`src/rtl/supply_bias_pkg.sv`:
```
// Package with the register map, field layout and reset values of the supply and bias controls
package supply_bias_pkg;

	// Bus widths
	localparam int unsigned addr_width = 12;
	localparam int unsigned data_width = 32;
	localparam int unsigned reg_width  = 16;
	localparam int unsigned reg_count  = 7;

	// Register indices; byte address is four times the index
	localparam logic [7:0] regulator1_control_idx            = 8'h3b;
	localparam logic [7:0] regulator2_control_idx            = 8'h3c;
	localparam logic [7:0] bias_supply1_control_idx          = 8'h3d;
	localparam logic [7:0] bias_supply2_control_idx          = 8'h3e;
	localparam logic [7:0] charge_pump_enable_control_idx    = 8'h4c;
	localparam logic [7:0] charge_pump_discharge_control_idx = 8'h4d;
	localparam logic [7:0] envelope_tracking_control_idx     = 8'h51;

	// Slot order used by the register array
	localparam int unsigned slot_reg1    = 0;
	localparam int unsigned slot_reg2    = 1;
	localparam int unsigned slot_bias1   = 2;
	localparam int unsigned slot_bias2   = 3;
	localparam int unsigned slot_charge_pump_enable  = 4;
	localparam int unsigned slot_cp_dis  = 5;
	localparam int unsigned slot_envelope = 6;

	localparam logic [reg_count-1:0][7:0] reg_index = {
		envelope_tracking_control_idx,
		charge_pump_discharge_control_idx,
		charge_pump_enable_control_idx,
		bias_supply2_control_idx,
		bias_supply1_control_idx,
		regulator2_control_idx,
		regulator1_control_idx
	};

	// Field positions
	localparam int unsigned regulator1_vsel_lsb  = 1;
	localparam int unsigned regulator1_disch_bit = 0;
	localparam int unsigned regulator2_vsel_lsb  = 1;
	localparam int unsigned regulator2_disch_bit = 0;
	localparam int unsigned bias_rate_bit        = 5;
	localparam int unsigned bias_mode_bit        = 4;
	localparam int unsigned bias_level_lsb       = 1;
	localparam int unsigned bias_disch_bit       = 0;
	localparam int unsigned cp_enable_bit        = 15;
	localparam int unsigned charge_pump_discharge_sel_bit         = 15;
	localparam int unsigned envelope_src_lsb     = 8;
	localparam int unsigned dynamic_power_bit    = 0;

	// Implemented bits per register
	localparam logic [reg_count-1:0][15:0] reg_mask = {
		16'h0301, 16'h8000, 16'h8000, 16'h003f, 16'h003f, 16'h0007, 16'h000f
	};

	// Values after reset
	localparam logic [reg_count-1:0][15:0] reg_reset = {
		16'h0000, 16'h8000, 16'h0000, 16'h0039, 16'h0039, 16'h0003, 16'h000d
	};

	// AXI response codes
	localparam logic [1:0] resp_okay   = 2'h0;
	localparam logic [1:0] resp_slverr = 2'h2;

endpackage

```
`src/rtl/masked_reg.sv`:
```
// One 16-bit control register with byte strobes and a mask of implemented bits
`timescale 1ns/1ps
module masked_reg #(
	parameter logic [15:0] reset_value = 16'h0000,
	parameter logic [15:0] field_mask  = 16'hffff
) (
	// Clock and reset
	input  wire logic        aclk,
	input  wire logic        aresetn,
	// Write port
	input  wire logic        wr_en,
	input  wire logic [15:0] wr_data,
	input  wire logic [1:0]  wr_strb,
	// Stored value
	output logic      [15:0] q
);

	logic [15:0] next_q;
	logic [15:0] lane_mask;

	always_comb begin
		lane_mask = {{8{wr_strb[1]}}, {8{wr_strb[0]}}} & field_mask;
		next_q    = q;
		if (wr_en) begin
			// Unassigned bits never change and stay zero
			next_q = (q & ~lane_mask) | (wr_data & lane_mask);
		end
	end

	always_ff @(posedge aclk) begin
		if (!aresetn) begin
			q <= reset_value;
		end else begin
			q <= next_q;
		end
	end

endmodule

```
`src/rtl/supply_bias_config_regs.sv`:
```
// AXI4-Lite register bank for regulator, bias and charge pump controls
//
// Overview of operation
// - Regulator one voltage select, reset 110
// - Regulator one discharge select, reset 1
// - Regulator two voltage select, reset 01
// - Regulator two discharge select, reset 1
// - Bias ramp rate bit five, reset 1
// - Bias bypass select bit four, reset 1
// - Bias level bits 3:1, reset 100
// - Bias discharge bit zero, reset 1
// - Second bias register mirrors first, independently
// - Pump enable resets 0, discharge resets 1
// - Dynamic pump power bit zero, reset 0
// - Envelope source bits 9:8, reset 00
//
// Decided for this implementation: the AXI4-Lite interface to the registers.
`timescale 1ns/1ps
module supply_bias_config_regs (
	// Clock and reset
	input  wire logic        aclk,
	input  wire logic        aresetn,
	// AXI4-Lite write address
	input  wire logic        s_axi_awvalid,
	output logic             s_axi_awready,
	input  wire logic [11:0] s_axi_awaddr,
	input  wire logic [2:0]  s_axi_awprot,
	// AXI4-Lite write data
	input  wire logic        s_axi_wvalid,
	output logic             s_axi_wready,
	input  wire logic [31:0] s_axi_wdata,
	input  wire logic [3:0]  s_axi_wstrb,
	// AXI4-Lite write response
	output logic             s_axi_bvalid,
	input  wire logic        s_axi_bready,
	output logic      [1:0]  s_axi_bresp,
	// AXI4-Lite read address
	input  wire logic        s_axi_arvalid,
	output logic             s_axi_arready,
	input  wire logic [11:0] s_axi_araddr,
	input  wire logic [2:0]  s_axi_arprot,
	// AXI4-Lite read data
	output logic             s_axi_rvalid,
	input  wire logic        s_axi_rready,
	output logic      [31:0] s_axi_rdata,
	output logic      [1:0]  s_axi_rresp,
	// Regulator controls
	output logic      [2:0]  regulator1_voltage_sel,
	output logic             regulator1_discharge_sel,
	output logic      [1:0]  regulator2_voltage_sel,
	output logic             regulator2_discharge_sel,
	// Bias output one controls
	output logic             bias1_ramp_rate,
	output logic             bias1_bypass_sel,
	output logic      [2:0]  bias1_level,
	output logic             bias1_discharge_sel,
	// Bias output two controls
	output logic             bias2_ramp_rate,
	output logic             bias2_bypass_sel,
	output logic      [2:0]  bias2_level,
	output logic             bias2_discharge_sel,
	// Charge pump controls
	output logic             charge_pump_enable,
	output logic             charge_pump_discharge_sel,
	output logic      [1:0]  envelope_source_sel,
	output logic             dynamic_pump_power
);

	// Write channel state
	logic        aw_held;
	logic        w_held;
	logic [11:0] aw_addr;
	logic [15:0] w_data;
	logic [1:0]  w_strb;
	logic        next_aw_held;
	logic        next_w_held;
	logic [11:0] next_aw_addr;
	logic [15:0] next_w_data;
	logic [1:0]  next_w_strb;
	logic        next_awready;
	logic        next_wready;
	logic        next_bvalid;
	logic [1:0]  next_bresp;

	// Read channel state
	logic        next_arready;
	logic        next_rvalid;
	logic [31:0] next_rdata;
	logic [1:0]  next_rresp;

	// Register array
	logic [supply_bias_pkg::reg_count-1:0][15:0] reg_q;
	logic [supply_bias_pkg::reg_count-1:0]       wr_hit;
	logic [supply_bias_pkg::reg_count-1:0]       rd_hit;
	logic                                        wr_fire;
	logic [15:0]                                 rd_value;

	// Index decode; low two address bits are ignored
	logic [9:0] wr_index;
	logic [9:0] rd_index;

	assign wr_index = aw_addr[11:2];
	assign rd_index = s_axi_araddr[11:2];
	// A parked write waits while the previous response is still unanswered,
	// so a slow master never loses a response
	assign wr_fire  = aw_held && w_held && !s_axi_bvalid;

	// Every field is stored at its documented reset value and mask
	genvar gi;
	generate
		for (gi = 0; gi < supply_bias_pkg::reg_count; gi++) begin : g_reg
			assign wr_hit[gi] = (wr_index == {2'h0, supply_bias_pkg::reg_index[gi]});
			assign rd_hit[gi] = (rd_index == {2'h0, supply_bias_pkg::reg_index[gi]});
			masked_reg #(
				.reset_value (supply_bias_pkg::reg_reset[gi]),
				.field_mask  (supply_bias_pkg::reg_mask[gi])
			) u_reg (
				.aclk    (aclk),
				.aresetn (aresetn),
				.wr_en   (wr_fire && wr_hit[gi]),
				.wr_data (w_data),
				.wr_strb (w_strb),
				.q       (reg_q[gi])
			);
		end
	endgenerate

	// Write channels: address and data are taken in either order
	always_comb begin
		next_aw_held = aw_held;
		next_w_held  = w_held;
		next_aw_addr = aw_addr;
		next_w_data  = w_data;
		next_w_strb  = w_strb;
		next_bvalid  = s_axi_bvalid;
		next_bresp   = s_axi_bresp;
		if (s_axi_awvalid && s_axi_awready) begin
			next_aw_held = 1'b1;
			next_aw_addr = s_axi_awaddr;
		end
		if (s_axi_wvalid && s_axi_wready) begin
			next_w_held = 1'b1;
			next_w_data = s_axi_wdata[15:0];
			next_w_strb = s_axi_wstrb[1:0];
		end
		if (s_axi_bvalid && s_axi_bready) begin
			next_bvalid = 1'b0;
		end
		if (wr_fire) begin
			next_aw_held = 1'b0;
			next_w_held  = 1'b0;
			next_bvalid  = 1'b1;
			// Unmapped addresses answer with an error and store nothing
			next_bresp   = (|wr_hit) ? supply_bias_pkg::resp_okay
			                         : supply_bias_pkg::resp_slverr;
		end
		next_awready = !next_aw_held;
		next_wready  = !next_w_held;
	end

	always_ff @(posedge aclk) begin
		if (!aresetn) begin
			aw_held       <= 1'b0;
			w_held        <= 1'b0;
			aw_addr       <= 12'h000;
			w_data        <= 16'h0000;
			w_strb        <= 2'h0;
			s_axi_awready <= 1'b0;
			s_axi_wready  <= 1'b0;
			s_axi_bvalid  <= 1'b0;
			s_axi_bresp   <= 2'h0;
		end else begin
			aw_held       <= next_aw_held;
			w_held        <= next_w_held;
			aw_addr       <= next_aw_addr;
			w_data        <= next_w_data;
			w_strb        <= next_w_strb;
			s_axi_awready <= next_awready;
			s_axi_wready  <= next_wready;
			s_axi_bvalid  <= next_bvalid;
			s_axi_bresp   <= next_bresp;
		end
	end

	// Read mux; unassigned bits and unmapped addresses read zero
	always_comb begin
		rd_value = 16'h0000;
		for (int i = 0; i < supply_bias_pkg::reg_count; i++) begin
			if (rd_hit[i]) begin
				rd_value = reg_q[i];
			end
		end
	end

	// Read channel: one outstanding read, answered the cycle after acceptance
	always_comb begin
		next_rvalid = s_axi_rvalid;
		next_rdata  = s_axi_rdata;
		next_rresp  = s_axi_rresp;
		if (s_axi_rvalid && s_axi_rready) begin
			next_rvalid = 1'b0;
		end
		if (s_axi_arvalid && s_axi_arready) begin
			next_rvalid = 1'b1;
			next_rdata  = {16'h0000, rd_value};
			next_rresp  = (|rd_hit) ? supply_bias_pkg::resp_okay
			                        : supply_bias_pkg::resp_slverr;
		end
		// Address is refused while a response stands, so one read at most is open
		next_arready = !next_rvalid;
	end

	always_ff @(posedge aclk) begin
		if (!aresetn) begin
			s_axi_arready <= 1'b0;
			s_axi_rvalid  <= 1'b0;
			s_axi_rdata   <= 32'h0000_0000;
			s_axi_rresp   <= 2'h0;
		end else begin
			s_axi_arready <= next_arready;
			s_axi_rvalid  <= next_rvalid;
			s_axi_rdata   <= next_rdata;
			s_axi_rresp   <= next_rresp;
		end
	end

	// Field outputs come straight from the register flops
	localparam int unsigned s1 = supply_bias_pkg::slot_reg1;
	localparam int unsigned s2 = supply_bias_pkg::slot_reg2;
	localparam int unsigned ce = supply_bias_pkg::slot_charge_pump_enable;
	localparam int unsigned cd = supply_bias_pkg::slot_cp_dis;
	localparam int unsigned ev = supply_bias_pkg::slot_envelope;

	// Codes map to 2.4 V to 3.1 V in 100 mV steps in the analogue block
	assign regulator1_voltage_sel =
		reg_q[s1][supply_bias_pkg::regulator1_vsel_lsb +: 3];
	// Clearing is software's duty while jack sensing uses mode 01
	assign regulator1_discharge_sel =
		reg_q[s1][supply_bias_pkg::regulator1_disch_bit];
	// Code 00 is stored even though it has no defined voltage
	assign regulator2_voltage_sel =
		reg_q[s2][supply_bias_pkg::regulator2_vsel_lsb +: 2];
	assign regulator2_discharge_sel =
		reg_q[s2][supply_bias_pkg::regulator2_disch_bit];

	// Both bias outputs share one field layout, so one loop serves them;
	// channel 0 is bias output one, channel 1 bias output two
	logic [1:0]      bias_ramp;
	logic [1:0]      bias_bypass;
	logic [1:0][2:0] bias_lvl;
	logic [1:0]      bias_disch;

	genvar gb;
	generate
		for (gb = 0; gb < 2; gb++) begin : g_bias
			localparam int unsigned slot = supply_bias_pkg::slot_bias1 + gb;
			// High selects the pop-free ramp, low the fast one
			assign bias_ramp[gb]   =
				reg_q[slot][supply_bias_pkg::bias_rate_bit];
			// High selects bypass, low the regulated level
			assign bias_bypass[gb] =
				reg_q[slot][supply_bias_pkg::bias_mode_bit];
			// Level only matters while bypass is off
			assign bias_lvl[gb]    =
				reg_q[slot][supply_bias_pkg::bias_level_lsb +: 3];
			// High discharges the output while it is disabled
			assign bias_disch[gb]  =
				reg_q[slot][supply_bias_pkg::bias_disch_bit];
		end
	endgenerate

	// Bias output one
	assign bias1_ramp_rate     = bias_ramp[0];
	assign bias1_bypass_sel    = bias_bypass[0];
	assign bias1_level         = bias_lvl[0];
	assign bias1_discharge_sel = bias_disch[0];

	// Bias output two, stored and driven independently of output one
	assign bias2_ramp_rate     = bias_ramp[1];
	assign bias2_bypass_sel    = bias_bypass[1];
	assign bias2_level         = bias_lvl[1];
	assign bias2_discharge_sel = bias_disch[1];

	// Pump enable resets low; its discharge select sits in the next register

	assign charge_pump_enable        = reg_q[ce][supply_bias_pkg::cp_enable_bit];
	assign charge_pump_discharge_sel = reg_q[cd][supply_bias_pkg::charge_pump_discharge_sel_bit];
	// Reserved codes 01 and 11 are stored as written
	assign envelope_source_sel =
		reg_q[ev][supply_bias_pkg::envelope_src_lsb +: 2];
	assign dynamic_pump_power  = reg_q[ev][supply_bias_pkg::dynamic_power_bit];

endmodule

```
`config.mk`:
```
export PLATFORM = sky130hd
export DESIGN_NAME = supply_bias_config_regs
export DESIGN_NICKNAME = d
export VERILOG_FILES = /design/src/rtl/supply_bias_pkg.sv /design/src/rtl/masked_reg.sv /design/src/rtl/supply_bias_config_regs.sv
export SDC_FILE = /design/constraint.sdc
export NUM_CORES = 1
export LEC_CHECK = 0
export ABC_AREA = 1
export BUFFER_PORTS_ARGS = -buffer_cell sky130_fd_sc_hd__buf_4
export CAP_MARGIN = 20
export CORE_MARGIN = 2
export CORE_UTILIZATION = 25
export DETAILED_ROUTE_END_ITERATION = 8
export GPL_TIMING_DRIVEN = 0
export PLACE_DENSITY = 0.48
export SETUP_SLACK_MARGIN = 0.5
export SYNTH_ARGS = -nofsm -noshare
export SYNTH_HDL_FRONTEND = slang
export SYNTH_SLANG_ARGS = --single-unit
```
`constraint.sdc`:
```
create_clock -name aclk -period 1.4 [get_ports aclk]
set_input_delay 0.07 -clock aclk [delete_from_list [all_inputs] [get_ports aclk]]
set_output_delay 0.07 -clock aclk [all_outputs]
set_load 0.05 [all_outputs]
```
==> impl_metrics.env <==
export IMPL_synthTopCellsByArea="dfxtp_1 44%, nand2_1 8.2%, buf_4 6.8%, o21ai_0 6.6%, a21oi_1 6.3%"
export IMPL_endpoint_kind="flip-flop"
export IMPL_synth_distinct_cells=26
export IMPL_worst_pin_slew_ps=644
export IMPL_clock_sinks=63
export IMPL_clk_pin_slew_worst_paths_ps=50
export IMPL_start_kind="flip-flop"
export IMPL_final_hold_viol_count=0
export IMPL_area_delta_synth_final_pct=89.9
export IMPL_drt_first_pass_iters=4
export IMPL_status="completed"
export IMPL_hpwl_um=6440
export IMPL_drc=0
export IMPL_cpMostUsedCell="nand2_2"
export IMPL_track_usage_pct=15.4
export IMPL_syn_area_per_cell_um2=7.47
export IMPL_cts_tree="built"
export IMPL_clock_tree_root_cell="clkbuf_16"
export IMPL_hp_class="input port to flip-flop"
export IMPL_drv_cap=0
export IMPL_min_period_ps=1280
export IMPL_dr_total_vias=3079
export IMPL_critPathMaxStageDelay_ps=330
export IMPL_cts_buffers_inserted=9
export IMPL_cp_slowest_cell="dfxtp_2"
export IMPL_syn_area_mm2=0.00288
export IMPL_rsz0062_at_grt="true"
export IMPL_die_y_um=111
export IMPL_start_util_pct=25.5
export IMPL_post_drt_wl_per_cell_um=13.3
export IMPL_drive_gt1_share_pct=55.4
export IMPL_path_class="flip-flop to flip-flop"
export IMPL_yosysTopAreaCell="dfxtp_1"
export IMPL_ys_warn_count=0
export IMPL_p_leak_nw=2.42
export IMPL_max_freq_ghz=0.782
export IMPL_cp_startpoint="aw_addr[11]"
export IMPL_required_ps=1640
export IMPL_row_count=39
export IMPL_slew_headroom_pct=57.1
export IMPL_grt_overflow=0
export IMPL_io_buffers=77
export IMPL_ios=138
export IMPL_ys_seq_area_share_pct=43.8
export IMPL_core_area_mm2=0.0113
export IMPL_fin_skew_ps=7.78
export IMPL_die_w_um=111
export IMPL_r2r_cells=6
export IMPL_setup_violations=0
export IMPL_cts_buffer_depth=2
export IMPL_insertion_delay_ps=330
export IMPL_slew_violations=0
export IMPL_final_util_pct=48.4
export IMPL_place_area_mm2=0.00393
export IMPL_antennaDiodeCount=0
export IMPL_grt_pass1_wl_um=15100
export IMPL_drt_iter0_markers=115
export IMPL_fin_hold_ws_ps=3.93
export IMPL_final_area_mm2=0.00548
export IMPL_r2r_slack_ps=120
export IMPL_grt_start_max_net_pins=13
export IMPL_worstReg2RegStart="aw_addr[11]"
export IMPL_ant_nets=0
export IMPL_period_share_pct=91.3
export IMPL_wl_um=9400
export IMPL_fin_nets=629
export IMPL_place_congestion=0.775
export IMPL_powerDensity_mw_per_mm2=932
export IMPL_htreeDepth=3
export IMPL_routed_via_density=4.37
export IMPL_power_w=0.00511
export IMPL_synthCells=386
export IMPL_cp_max_fo=5
export IMPL_yosysTopAreaCellShare_pct=43.8
export IMPL_yosys_register_bits=63
export IMPL_grt_pass1_vias=2948
export IMPL_finalSetupTns_ps=0
export IMPL_cp_cell_sequence="nor2_4, nand2_2, nor3_4, nand2_2, buf_6, o211ai_1"
export IMPL_worstPathArrival_ps=1520
export IMPL_max_vdd_ir_drop_mv=0.523
export IMPL_antenna_found_initial=0
export IMPL_fp_dieArea_mm2=0.0124
## area by class of cell
class,instances,area (µm²)
buffer,35,303
fill,1076,5850
timing repair buffer,134,1460
multi-input combinational,269,1690
tap,143,179
clock inverter,6,68.8
clock buffer,10,229
inverter,44,185
sequential,63,1370
## stage by stage
stage          worst slack [ps]  std cells
2_1_floorplan               200        410
3_3_place_gp              -16.8        630
3_5_place_dp              -18.0        630
4_1_cts                     117        689
5_1_grt                    24.5        704
6_report                    121        704
## routing by layer
layer	GRT usage [%]	up-vias	share of wire, %
li1	-	1576	-
met1	19.1	1406	42
met2	25.9	80	50
met3	4.08	17	5.9
met4	5.60	0	2.0
met5	0	-	0
## worst max-delay path: cells and delay by family (launching register included)
kind	cells	cell delay (ps)
flops	1	330
compound gates	1	150
simple gates	4	580
buf+inv	1	130
## kinds of logic after synthesis
logic type             share of synthesized area [%]
AND/OR/NAND/NOR                                 24.9
other                                          0.130
flip-flops                                      43.8
buffers and inverters                           14.1
AO/OA/AOI/OAI                                   17.1
## power by group
part | internal [W] | switching (W) | total, W
logic | 0.000422 | 0.000548 | 0.000970
registers | 0.00184 | 0.0000548 | 0.00190
clock network | 0.00139 | 0.000849 | 0.00224
## layout by cell type (no fill, tap or decap), drive strengths merged
master / Yosys / final
nand2: 64 / 64
buf: 29 / 150
nor3: 5 / 5
bufinv: 0 / 1
dfxtp: 63 / 63
nand3: 23 / 24
nor2: 48 / 48
clkinv: 2 / 3
o22ai: 1 / 1
a211oi: 2 / 2
clkbuf: 6 / 15
or2: 2 / 2
a21oi: 36 / 36
dlygate4sd3: 0 / 14
conb: 1 / 25
inv: 42 / 44
clkinvlp: 0 / 2
o21ai: 39 / 39
o211ai: 13 / 13
nand4: 10 / 10
## cells in the mapped netlist
master,count
buf_4,26
buf_6,1
clkinv_1,1
nand4_1,10
buf_2,2
inv_1,42
a211oi_1,2
nor2_1,42
nand2_2,1
clkbuf_1,6
o21ai_1,1
nor3_2,5
nor2_4,5
o211ai_1,13
dfxtp_1,63
conb_1,1
clkinv_2,1
o21ai_0,38
or2_2,1
nor2_2,1
o22ai_1,1
nand3_2,3
nand3_1,20
a21oi_1,36
nand2_1,63
or2_0,1
## how the worst min path moves through the flow
stage	from	endpoint	slack, ps	cells after the start
2_1_floorplan	s_axi_awaddr[10]	aw_addr[10]	220	2
3_3_place_gp	s_axi_awaddr[5]	aw_addr[5]	300	3
3_5_place_dp	s_axi_awaddr[7]	aw_addr[7]	310	3
4_1_cts	s_axi_wstrb[1]	w_strb[1]	4	3
5_1_grt	s_axi_wstrb[1]	w_strb[1]	10	3
6_report	s_axi_wdata[2]	w_data[2]	4	3
## timing repair
| item | in CTS | in global routing |
|---|---|---|
| buffers inserted | 25 | 15 |
| endpoints found under the hold margin | 14 | 0 |
| pin swaps | 20 | 19 |
| cloned | 4 | 0 |
| gates resized for setup | 156 | 52 |
| hold buffers | 14 | 0 |
| endpoints found under the setup margin | 89 | 101 |
(Power assumes the default switching activity.)
